### src/rtl/dsb_consts.vh
// constants for the dac serial/byte host controller
`ifndef DSB_CONSTS_VH
`define DSB_CONSTS_VH

// ---------------------------------------------------------------
// clock and time conversion
// ---------------------------------------------------------------
`define DSB_CLK_MHZ 200
// least time in ns to whole clock cycles, rounded up
`define DSB_CYC(ns) ((((ns) * `DSB_CLK_MHZ) + 999) / 1000)

// ---------------------------------------------------------------
// pin timing in ns
// ---------------------------------------------------------------
`define DSB_T_STROBE_LOW_NS 50
`define DSB_T_PROP_NS 100
`define DSB_T_LOAD_WIDTH_NS 50
`define DSB_T_LOAD_HOLD_NS 100
`define DSB_T_CLR_WIDTH_NS 110
`define DSB_T_CLR_SETUP_NS 110
`define DSB_T_CLR_HOLD_NS 10

// ---------------------------------------------------------------
// register map, byte addresses
// ---------------------------------------------------------------
`define DSB_ADDR_W 4
`define DSB_REG_CTRL 4'h0
`define DSB_REG_DATA 4'h4
`define DSB_REG_CMD 4'h8
`define DSB_REG_STAT 4'hC

// ---------------------------------------------------------------
// field positions
// ---------------------------------------------------------------
`define DSB_CTRL_BYTE_MODE 0
`define DSB_CTRL_MSB_FIRST 1
`define DSB_CTRL_BIPOLAR 2
`define DSB_CTRL_AUTO_LOAD 3
`define DSB_CMD_LOAD 0
`define DSB_CMD_CLEAR 1
`define DSB_STAT_BUSY 0
`define DSB_STAT_EMPTY 1
`define DSB_STAT_FULL 2
`define DSB_STAT_OVF 3
`define DSB_STAT_LOAD_PEND 4
`define DSB_STAT_CLR_PEND 5

// ---------------------------------------------------------------
// reset value and sizes
// ---------------------------------------------------------------
`define DSB_CTRL_RESET 4'hA
`define DSB_WORD_W 16
`define DSB_FIFO_DEPTH 16

`endif

### src/rtl/dsb_host.v
// host-side controller driving a 16-bit serial/byte dac through its pins
//
// Contract
// serial_select_n low selects serial mode; bus bit 0 carries serial data.
// in serial mode bus bit 1 tells the device the bit order.
// serial mode ignores upper enable; lower enable only picks clear target.
// clear goes to unipolar zero with lower enable low, bipolar when high.
// each rising edge of the select strobe shifts one serial bit in.
// raising output_latch_load copies the first rank latch into the dac latch.
// clear resets only the dac latch, first rank latch is kept.
// after clear host may reload old data or write new data first.
// first rank latch is a 16-bit shift register feeding serial_data_out.
// each chained device gets its own load unless all update together.
// serial_select_n high selects byte mode with eight parallel bus lines.
// byte enables steer bus into upper or lower half, any order.
// in byte mode host sets lower enable for clear target before clearing.
// select strobe is edge acting; byte enables and load are level acting.
// clear acts asynchronously without waiting for any strobe edge.
// bit order select high means msb first, low means lsb first.
// serial_data_out shows final shift stage, updated after each rising edge.
`include "dsb_consts.vh"

// ---------------------------------------------------------------
// word fifo between the register port and the pin sequencer
// ---------------------------------------------------------------
module dsb_fifo #(
  parameter WIDTH = `DSB_WORD_W,
  parameter DEPTH = `DSB_FIFO_DEPTH,
  parameter AW = 4
) (
  input wire clk, // system clock
  input wire rst, // async reset, high
  input wire ce, // clock enable
  input wire in_valid, // push request
  output wire in_ready, // room for a word
  input wire [WIDTH-1:0] in_data, // pushed word
  output wire out_valid, // word available
  input wire out_ready, // pop request
  output wire [WIDTH-1:0] out_data // head word
);
  reg [WIDTH-1:0] mem [0:DEPTH-1];
  reg [AW-1:0] wr_ptr_ff;
  reg [AW-1:0] rd_ptr_ff;
  reg [AW:0] count_ff;
  wire do_push;
  wire do_pop;

  // full and empty follow the true count, not the pointers alone
  assign in_ready = (count_ff != DEPTH[AW:0]);
  assign out_valid = (count_ff != {(AW+1){1'b0}});
  assign out_data = mem[rd_ptr_ff];
  assign do_push = ce & in_valid & in_ready;
  assign do_pop = ce & out_valid & out_ready;

  // storage has no reset, only the pointers and count need one
  always @(posedge clk) begin
    if (do_push) begin
      mem[wr_ptr_ff] <= in_data;
    end
  end

  // pointer and occupancy bookkeeping
  always @(posedge clk or posedge rst) begin
    if (rst) begin
      wr_ptr_ff <= {AW{1'b0}};
      rd_ptr_ff <= {AW{1'b0}};
      count_ff <= {(AW+1){1'b0}};
    end else begin
      if (do_push) begin
        wr_ptr_ff <= (wr_ptr_ff == DEPTH[AW-1:0] - 1'b1) ? {AW{1'b0}} : wr_ptr_ff + 1'b1;
      end
      if (do_pop) begin
        rd_ptr_ff <= (rd_ptr_ff == DEPTH[AW-1:0] - 1'b1) ? {AW{1'b0}} : rd_ptr_ff + 1'b1;
      end
      if (do_push & ~do_pop) begin
        count_ff <= count_ff + 1'b1;
      end else if (do_pop & ~do_push) begin
        count_ff <= count_ff - 1'b1;
      end
    end
  end
endmodule

// ---------------------------------------------------------------
// top: register port, fifo and pin sequencer
// ---------------------------------------------------------------
module dsb_host #(
  parameter WORD_W = `DSB_WORD_W,
  parameter FIFO_DEPTH = `DSB_FIFO_DEPTH
) (
  input wire clk, // 200 MHz system clock
  input wire rst, // async reset, high
  input wire ce, // clock enable, freezes all state when low
  input wire [`DSB_ADDR_W-1:0] addr, // register byte address
  input wire [31:0] wdata, // write data
  input wire wr, // write strobe
  input wire rd, // read strobe
  output reg [31:0] rdata_ff, // read data, cycle after rd
  output reg serial_select_n_ff, // mode pin, low is serial
  output reg [7:0] byte_bus_ff, // parallel data, bit 0 serial in
  output reg upper_byte_enable_n_ff, // upper half latch enable
  output reg lower_byte_enable_n_ff, // lower half enable, clear target
  output reg select_strobe_n_ff, // edge strobe, rising edge shifts
  output reg output_latch_load_ff, // dac latch load, level
  output reg zero_output_strobe_n_ff, // clear strobe
  input wire serial_data_out // chain output of the device
);
  // pin time in ns to an 8-bit cycle count; counts stay far below 256
  function [7:0] cyc8;
    input integer ns;
    integer c;
    begin
      c = `DSB_CYC(ns);
      cyc8 = c[7:0];
    end
  endfunction

  localparam [7:0] LOW_CYC = cyc8(`DSB_T_STROBE_LOW_NS);
  localparam [7:0] HIGH_CYC = cyc8(`DSB_T_PROP_NS);
  localparam [7:0] LOAD_CYC = cyc8(`DSB_T_LOAD_WIDTH_NS);
  localparam [7:0] LGAP_CYC = cyc8(`DSB_T_LOAD_HOLD_NS);
  localparam [7:0] CLR_CYC = cyc8(`DSB_T_CLR_WIDTH_NS);
  localparam [7:0] CSET_CYC = cyc8(`DSB_T_CLR_SETUP_NS);
  localparam [7:0] CHOLD_CYC = cyc8(`DSB_T_CLR_HOLD_NS);

  localparam [3:0] S_IDLE = 4'h0;
  localparam [3:0] S_SLOW = 4'h1;
  localparam [3:0] S_SHIGH = 4'h2;
  localparam [3:0] S_BLOW = 4'h3;
  localparam [3:0] S_BHIGH = 4'h4;
  localparam [3:0] S_LGAP = 4'h5;
  localparam [3:0] S_LOAD = 4'h6;
  localparam [3:0] S_CSET = 4'h7;
  localparam [3:0] S_CLR = 4'h8;
  localparam [3:0] S_CHOLD = 4'h9;

  // address match, shared by the read and write decode
  function hit;
    input [`DSB_ADDR_W-1:0] a;
    input [`DSB_ADDR_W-1:0] off;
    begin
      hit = (a == off);
    end
  endfunction

  reg [3:0] ctrl_ff;
  reg ovf_ff;
  reg load_pend_ff;
  reg clr_pend_ff;
  reg [3:0] state_ff;
  reg [7:0] tmr_ff;
  reg [3:0] bit_cnt_ff;
  reg [WORD_W-1:0] sh_ff;
  reg [WORD_W-1:0] rx_ff;
  reg [WORD_W-1:0] rx_word_ff;
  reg upper_done_ff;
  reg serial_data_out_meta_ff;
  reg serial_data_out_sync_ff;
  reg take_load;
  reg take_clr;
  wire fifo_in_ready;
  wire fifo_out_valid;
  wire [WORD_W-1:0] fifo_out_data;
  wire fifo_pop;
  wire push;
  wire byte_mode;
  wire msb_first;
  wire idle;

  assign byte_mode = ctrl_ff[`DSB_CTRL_BYTE_MODE];
  assign msb_first = ctrl_ff[`DSB_CTRL_MSB_FIRST];
  assign idle = (state_ff == S_IDLE);
  assign push = wr & hit(addr, `DSB_REG_DATA);
  // a word is only taken when nothing of higher priority waits
  assign fifo_pop = idle & fifo_out_valid & ~clr_pend_ff & ~load_pend_ff;

  dsb_fifo #(
    .WIDTH(WORD_W),
    .DEPTH(FIFO_DEPTH),
    .AW(4)
  ) u_fifo (
    .clk(clk),
    .rst(rst),
    .ce(ce),
    .in_valid(push),
    .in_ready(fifo_in_ready),
    .in_data(wdata[WORD_W-1:0]),
    .out_valid(fifo_out_valid),
    .out_ready(fifo_pop),
    .out_data(fifo_out_data)
  );

  // chain return pin crosses into clk through two flops
  always @(posedge clk or posedge rst) begin
    if (rst) begin
      serial_data_out_meta_ff <= 1'b0;
      serial_data_out_sync_ff <= 1'b0;
    end else if (ce) begin
      serial_data_out_meta_ff <= serial_data_out;
      serial_data_out_sync_ff <= serial_data_out_meta_ff;
    end
  end

  // sequencer accepts pending commands only while idle
  always @* begin
    take_clr = idle & clr_pend_ff;
    take_load = idle & ~clr_pend_ff & load_pend_ff;
  end

  // register file; a pending flag set by software while taken stays set
  always @(posedge clk or posedge rst) begin
    if (rst) begin
      ctrl_ff <= `DSB_CTRL_RESET;
      ovf_ff <= 1'b0;
      load_pend_ff <= 1'b0;
      clr_pend_ff <= 1'b0;
      rdata_ff <= 32'h00000000;
    end else if (ce) begin
      if (wr & hit(addr, `DSB_REG_CTRL) & idle) begin
        ctrl_ff <= wdata[3:0];
      end
      if (push & ~fifo_in_ready) begin
        ovf_ff <= 1'b1;
      end else if (wr & hit(addr, `DSB_REG_STAT) & wdata[`DSB_STAT_OVF]) begin
        ovf_ff <= 1'b0;
      end
      if (wr & hit(addr, `DSB_REG_CMD) & wdata[`DSB_CMD_LOAD]) begin
        load_pend_ff <= 1'b1;
      end else if (take_load) begin
        load_pend_ff <= 1'b0;
      end
      if (wr & hit(addr, `DSB_REG_CMD) & wdata[`DSB_CMD_CLEAR]) begin
        clr_pend_ff <= 1'b1;
      end else if (take_clr) begin
        clr_pend_ff <= 1'b0;
      end
      rdata_ff <= 32'h00000000;
      if (rd) begin
        if (hit(addr, `DSB_REG_CTRL)) begin
          rdata_ff <= {28'h0000000, ctrl_ff};
        end else if (hit(addr, `DSB_REG_DATA)) begin
          rdata_ff <= {16'h0000, rx_word_ff};
        end else if (hit(addr, `DSB_REG_STAT)) begin
          rdata_ff <= {26'h0000000, clr_pend_ff, load_pend_ff, ovf_ff,
                       ~fifo_in_ready, ~fifo_out_valid, ~idle};
        end
      end
    end
  end

  // pin sequencer; every pin is a flop so no glitch reaches the device
  always @(posedge clk or posedge rst) begin
    if (rst) begin
      state_ff <= S_IDLE;
      tmr_ff <= 8'h00;
      bit_cnt_ff <= 4'h0;
      sh_ff <= 16'h0000;
      rx_ff <= 16'h0000;
      rx_word_ff <= 16'h0000;
      upper_done_ff <= 1'b0;
      serial_select_n_ff <= 1'b1;
      byte_bus_ff <= 8'h00;
      upper_byte_enable_n_ff <= 1'b1;
      lower_byte_enable_n_ff <= 1'b1;
      select_strobe_n_ff <= 1'b1;
      output_latch_load_ff <= 1'b0;
      zero_output_strobe_n_ff <= 1'b1;
    end else if (ce) begin
      if (tmr_ff != 8'h00) begin
        tmr_ff <= tmr_ff - 8'h01;
      end
      case (state_ff)
        S_IDLE: begin
          serial_select_n_ff <= byte_mode;
          if (~byte_mode) begin
            // strapped to the clear target while serial; upper enable unused
            lower_byte_enable_n_ff <= ctrl_ff[`DSB_CTRL_BIPOLAR];
            upper_byte_enable_n_ff <= 1'b1;
          end else begin
            lower_byte_enable_n_ff <= 1'b1;
            upper_byte_enable_n_ff <= 1'b1;
          end
          if (take_clr) begin
            // clear target set up on lower enable before the strobe
            lower_byte_enable_n_ff <= ctrl_ff[`DSB_CTRL_BIPOLAR];
            tmr_ff <= CSET_CYC - 8'h01;
            state_ff <= S_CSET;
          end else if (take_load) begin
            tmr_ff <= LOAD_CYC - 8'h01;
            output_latch_load_ff <= 1'b1;
            state_ff <= S_LOAD;
          end else if (fifo_pop & ~byte_mode) begin
            sh_ff <= fifo_out_data;
            bit_cnt_ff <= 4'h0;
            byte_bus_ff <= {6'h00, msb_first,
                            msb_first ? fifo_out_data[15] : fifo_out_data[0]};
            select_strobe_n_ff <= 1'b0;
            tmr_ff <= LOW_CYC - 8'h01;
            state_ff <= S_SLOW;
          end else if (fifo_pop) begin
            // lower half first; the device takes either order
            sh_ff <= fifo_out_data;
            upper_done_ff <= 1'b0;
            byte_bus_ff <= fifo_out_data[7:0];
            lower_byte_enable_n_ff <= 1'b0;
            select_strobe_n_ff <= 1'b0;
            tmr_ff <= LOW_CYC - 8'h01;
            state_ff <= S_BLOW;
          end
        end
        S_SLOW: begin
          if (tmr_ff == 8'h00) begin
            // device output still shows the stage about to leave
            rx_ff <= {rx_ff[14:0], serial_data_out_sync_ff};
            select_strobe_n_ff <= 1'b1;
            tmr_ff <= HIGH_CYC - 8'h01;
            state_ff <= S_SHIGH;
          end
        end
        S_SHIGH: begin
          // high phase also covers the chain output settling time
          if (tmr_ff == 8'h00) begin
            if (bit_cnt_ff == 4'hF) begin
              rx_word_ff <= rx_ff;
              tmr_ff <= LGAP_CYC - 8'h01;
              state_ff <= ctrl_ff[`DSB_CTRL_AUTO_LOAD] ? S_LGAP : S_IDLE;
            end else begin
              bit_cnt_ff <= bit_cnt_ff + 4'h1;
              sh_ff <= msb_first ? {sh_ff[14:0], 1'b0} : {1'b0, sh_ff[15:1]};
              byte_bus_ff[0] <= msb_first ? sh_ff[14] : sh_ff[1];
              select_strobe_n_ff <= 1'b0;
              tmr_ff <= LOW_CYC - 8'h01;
              state_ff <= S_SLOW;
            end
          end
        end
        S_BLOW: begin
          // enables are level acting: held for the full low window
          if (tmr_ff == 8'h00) begin
            select_strobe_n_ff <= 1'b1;
            lower_byte_enable_n_ff <= 1'b1;
            upper_byte_enable_n_ff <= 1'b1;
            tmr_ff <= LOW_CYC - 8'h01;
            state_ff <= S_BHIGH;
          end
        end
        S_BHIGH: begin
          if (tmr_ff == 8'h00) begin
            if (~upper_done_ff) begin
              upper_done_ff <= 1'b1;
              byte_bus_ff <= sh_ff[15:8];
              upper_byte_enable_n_ff <= 1'b0;
              select_strobe_n_ff <= 1'b0;
              tmr_ff <= LOW_CYC - 8'h01;
              state_ff <= S_BLOW;
            end else begin
              tmr_ff <= LGAP_CYC - 8'h01;
              state_ff <= ctrl_ff[`DSB_CTRL_AUTO_LOAD] ? S_LGAP : S_IDLE;
            end
          end
        end
        S_LGAP: begin
          if (tmr_ff == 8'h00) begin
            output_latch_load_ff <= 1'b1;
            tmr_ff <= LOAD_CYC - 8'h01;
            state_ff <= S_LOAD;
          end
        end
        S_LOAD: begin
          if (tmr_ff == 8'h00) begin
            output_latch_load_ff <= 1'b0;
            state_ff <= S_IDLE;
          end
        end
        S_CSET: begin
          if (tmr_ff == 8'h00) begin
            // device clears at once; first rank data survive for a reload
            zero_output_strobe_n_ff <= 1'b0;
            tmr_ff <= CLR_CYC - 8'h01;
            state_ff <= S_CLR;
          end
        end
        S_CLR: begin
          if (tmr_ff == 8'h00) begin
            zero_output_strobe_n_ff <= 1'b1;
            tmr_ff <= CHOLD_CYC - 8'h01;
            state_ff <= S_CHOLD;
          end
        end
        S_CHOLD: begin
          // lower enable held past the strobe release, then idle restores it
          if (tmr_ff == 8'h00) begin
            state_ff <= S_IDLE;
          end
        end
        default: begin
          state_ff <= S_IDLE;
        end
      endcase
    end
  end
endmodule

### config.mk
export PLATFORM = sky130hd
export DESIGN_NAME = dsb_host
export DESIGN_NICKNAME = d
export VERILOG_FILES = /design/src/rtl/dsb_host.v
export VERILOG_INCLUDE_DIRS = /design/src /design/src/rtl
export SDC_FILE = /design/constraint.sdc
export NUM_CORES = 1
export LEC_CHECK = 0
export BUFFER_PORTS_ARGS = -buffer_cell sky130_fd_sc_hd__buf_2
export CAP_MARGIN = 25
export CORE_MARGIN = 2
export CORE_UTILIZATION = 55
export CTS_CLUSTER_DIAMETER = 150
export CTS_CLUSTER_SIZE = 28
export DETAILED_ROUTE_END_ITERATION = 16
export GPL_ROUTABILITY_DRIVEN = 0
export GPL_TIMING_DRIVEN = 0
export PLACE_DENSITY = 0.73
export SLEW_MARGIN = 10
export SYNTH_ARGS = -nofsm -noshare
export SYNTH_HDL_FRONTEND = slang
export SYNTH_SLANG_ARGS = --single-unit
### constraint.sdc
create_clock -name clk -period 4.2 [get_ports clk]
set_input_delay 0.84 -clock clk [delete_from_list [all_inputs] [get_ports clk]]
set_output_delay 0.84 -clock clk [all_outputs]
set_load 0.005 [all_outputs]
==> flow_metrics.tcl <==
set metrics [dict create \
    p_seq_frac 0.451 \
    postCtsResizedCells 0 \
    die_y_um 175 \
    synth_cell_types 67 \
    post-dp-hpwl_um 24200 \
    postRouteAntennaNets 0 \
    die_area_um2 30600 \
    rows 62 \
    grt_first_pass_wirelength_um 55500 \
    synth-seq-cells 373 \
    vias_per_cell 6.07 \
    met2_length_um 16700 \
    cellPowerDensity_nw_per_um2 559 \
    min_period_ns 3.66 \
    hold_ws_ns 0.353 \
    finalWirelength_um 35300 \
    syn_area_per_cell_um2 14.9 \
    grt_max_degree 62 \
    wl_per_cell_um 22.3 \
    overflow 0 \
    cp.arrival_ns 4.07 \
    cts-root-buf "clkbuf_16" \
    skew_ns 0.0245 \
    clk_latency_ns 0.52 \
    crit_path_end_kind "flop" \
    fillers 2148 \
    status "complete, no violations" \
    swShare 0.347 \
    max-slew-margin-rel 0.408 \
    combPwrFrac 0.358 \
    synth_mux_area_frac 0.149 \
    num_antenna_cells 0 \
    io_pins 88 \
    synth-async-reset-ratio 0.314 \
    tightest_slew_ns 0.886 \
    dr_total_vias 9619 \
    clkPwrFrac 0.191 \
    synth-compound-area-share 0.0715 \
    met3WireLength_um 2450 \
    area_delta_synth_final_pct 10.3 \
    max_freq_mhz 274 \
    synth-xor-area-share 0.00655 \
    startpoint_type "flop" \
    worst-path-max-fanout 10 \
    synth_top_family_by_area "multiplexers" \
    synth_simple_gate_area_frac 0.0658 \
    die_x_um 175 \
    grtUsageTotal 0.236 \
    maxCapViolCount 0 \
    switching_power_mw 3.43 \
    drive_above_1_share 0.232 \
    synth_seq_area_share 0.662 \
    first_pass_iters 5 \
    place_area_um2 17200 \
    antenna_found_initial 0 \
    cts-buffers-inserted 17 \
    cts_tree "built" \
    finalCritPeriodShare 0.871 \
    cts-hold-fix-buffers 0 \
    synth_fa_ha_area_frac 0.0106 \
    start_util 0.559 \
    drv_slew 0 \
    clock_path_buffers 3 \
    synthesis.area_um2 16000 \
    power.leakage_nw 6.44 \
    drt_iter0_drc 1014 \
    yosysWarnings 0 \
    irDropWorstVdd_uv 374 \
    core_area_um2 28700 \
    syn_inst 1078 \
    crit_type "flop to flop" \
    top_layer "met4" \
    reg2reg_setup_slack_ns 0.54 \
    clk_pin_slew_ns 0.12 \
    total_power_mw 9.90 \
    worstHoldPathType "primary input to async pin" \
    clkSinkCount 373 \
    grt_pass1_vias 9382 \
    hold_violations 0 \
    portBuffers 54 \
    nets 1246 \
    postCtsSetupBuffers 0 \
    design_area_um2 17700 \
    wl_met1_um 15200 \
    intPower_mw 6.46 \
    drc 0 \
    crit_required_ns 4.61 \
    synth_edf_count 256 \
    rsz0062_at_grt "false" \
    finalSetupViolCount 0 \
    layout_common_cells "edfxtp_1, dfrtp_1, buf_2" \
    synthFlopType "edfxtp_1" \
    final_common_cell "edfxtp_1" \
    htreeDepth 1 \
]
[synth_stat cells, drive strengths merged, types with 2 or more instances]
| cell type | instances | area [um2] |
|---|---|---|
| edfxtp | 256 | 7690 |
| dfrtp | 110 | 2750 |
| o21ai | 75 | 375 |
| nand2 | 71 | 269 |
| mux4 | 60 | 1350 |
| nor2 | 56 | 213 |
| mux2 | 50 | 601 |
| mux2i | 44 | 440 |
| buf | 41 | 260 |
| inv | 39 | 146 |
| a21oi | 38 | 190 |
| clkbuf | 38 | 143 |
| nor3 | 21 | 116 |
| a22oi | 18 | 135 |
| nand3 | 18 | 90.1 |
| nor2b | 15 | 93.8 |
| ha | 12 | 150 |
| o22ai | 12 | 75.1 |
| a31oi | 10 | 62.6 |
| nor4 | 10 | 68.8 |
| xnor2 | 8 | 70.1 |
| a211oi | 7 | 57.6 |
| dfstp | 7 | 184 |
| o31ai | 6 | 45.0 |
| a21o | 5 | 38.8 |
| a221oi | 5 | 43.8 |
| nor3b | 5 | 42.5 |
| nand4 | 4 | 40.0 |
| or4 | 4 | 33.8 |
| xor2 | 4 | 35.0 |
| and2 | 3 | 18.8 |
| a22o | 2 | 17.5 |
| nand2b | 2 | 12.5 |
| nand3b | 2 | 15.0 |
| o32a | 2 | 20.0 |
| or3 | 2 | 12.5 |
[layer usage]
layer,GRT usage,vias to the layer above
li1,-,4275
met1,0.343,4888
met2,0.379,394
met3,0.0348,62
met4,0.0639,0
met5,0,-
[final timing paths]
check                                                      to                  startpoint  cells after the start
max in group asynchronous  lower_byte_enable_n_ff$_DFFE_PP1P_                         rst                      3
min in group clk                     rdata_ff[15]$_DFFE_PP0P_  rx_word_ff[15]$_DFFE_PP0P_                      2
max                            u_fifo.count_ff[4]$_DFFE_PP0P_     state_ff[2]$_DFFE_PP0P_                     13
min reg2reg                          rdata_ff[15]$_DFFE_PP0P_  rx_word_ff[15]$_DFFE_PP0P_                      2
max reg2reg                    u_fifo.count_ff[4]$_DFFE_PP0P_     state_ff[2]$_DFFE_PP0P_                     13
min                                      rx_ff[5]$_DFFE_PP0P_                         rst                      2
[power by group through the flow]
stage / clock network [mW] / logic (mW) / registers [mW]
2_1_floorplan: 0 / 2.56 / 4.45
3_3_place_gp: 0 / 3.41 / 4.53
3_5_place_dp: 0 / 3.51 / 4.54
4_1_cts: 1.92 / 3.53 / 4.46
5_1_grt: 2.05 / 3.89 / 4.50
6_report: 1.89 / 3.54 / 4.47
[cell type report]
class | instances | area (um2) | share of cell area
sequential | 373 | 10600 | 0.600
multi-input combinational | 602 | 5020 | 0.283
timing repair buffer | 79 | 543 | 0.0307
tap | 384 | 480 | 0.0271
clock buffer | 28 | 467 | 0.0264
buffer | 79 | 403 | 0.0228
inverter | 39 | 151 | 0.00855
clock inverter | 1 | 20.0 | 0.00113
[cells by family after synthesis]
family	count (synthesis)
DFF	373
and+or+nand+nor	217
AOI/OAI and AO/OA	190
muxes	154
buffers and inverters	118
adders and majority gates	13
xor gates and xnor gates	12
other	1
[stage by stage]
| stage | setup WS [ns] | utilization | TNS [ns] | instances |
|---|---|---|---|---|
| 2_1_floorplan | 0.271 | - | 0 | 1093 |
| 5_1_grt | 0.222 | 0.617 | 0 | 1585 |
| 3_5_place_dp | 0.343 | 0.600 | 0 | 1556 |
| 4_1_cts | 0.557 | 0.617 | 0 | 1585 |
| 3_3_place_gp | -1.42 | 0.587 | -279.91 | 1531 |
| 6_report | 0.544 | 0.617 | 0 | 1585 |
[critical path, cell delays in order (launching register included)]
cell and delay, ns:
dfrtp_1 0.42, clkbuf_1 0.24, nor4_2 0.69, nand2_1 0.28
nor2_1 0.50, inv_1 0.09, ha_1 0.24, inv_1 0.14
ha_1 0.28, a21o_1 0.17, a21oi_1 0.16, xnor2_1 0.13
nor2_1 0.07, xnor2_1 0.13
[registers in the layout, summed over array words and instances (netlist names), 4 cells and up]
register,count
sh_ff,16
ctrl_ff,4
rdata_ff,16
u_fifo.count_ff,5
rx_word_ff,16
state_ff,4
u_fifo.rd_ptr_ff,4
rx_ff,16
tmr_ff,8
byte_bus_ff,8
bit_cnt_ff,4
u_fifo.mem,256
u_fifo.wr_ptr_ff,4
(Power assumes the default switching activity.)
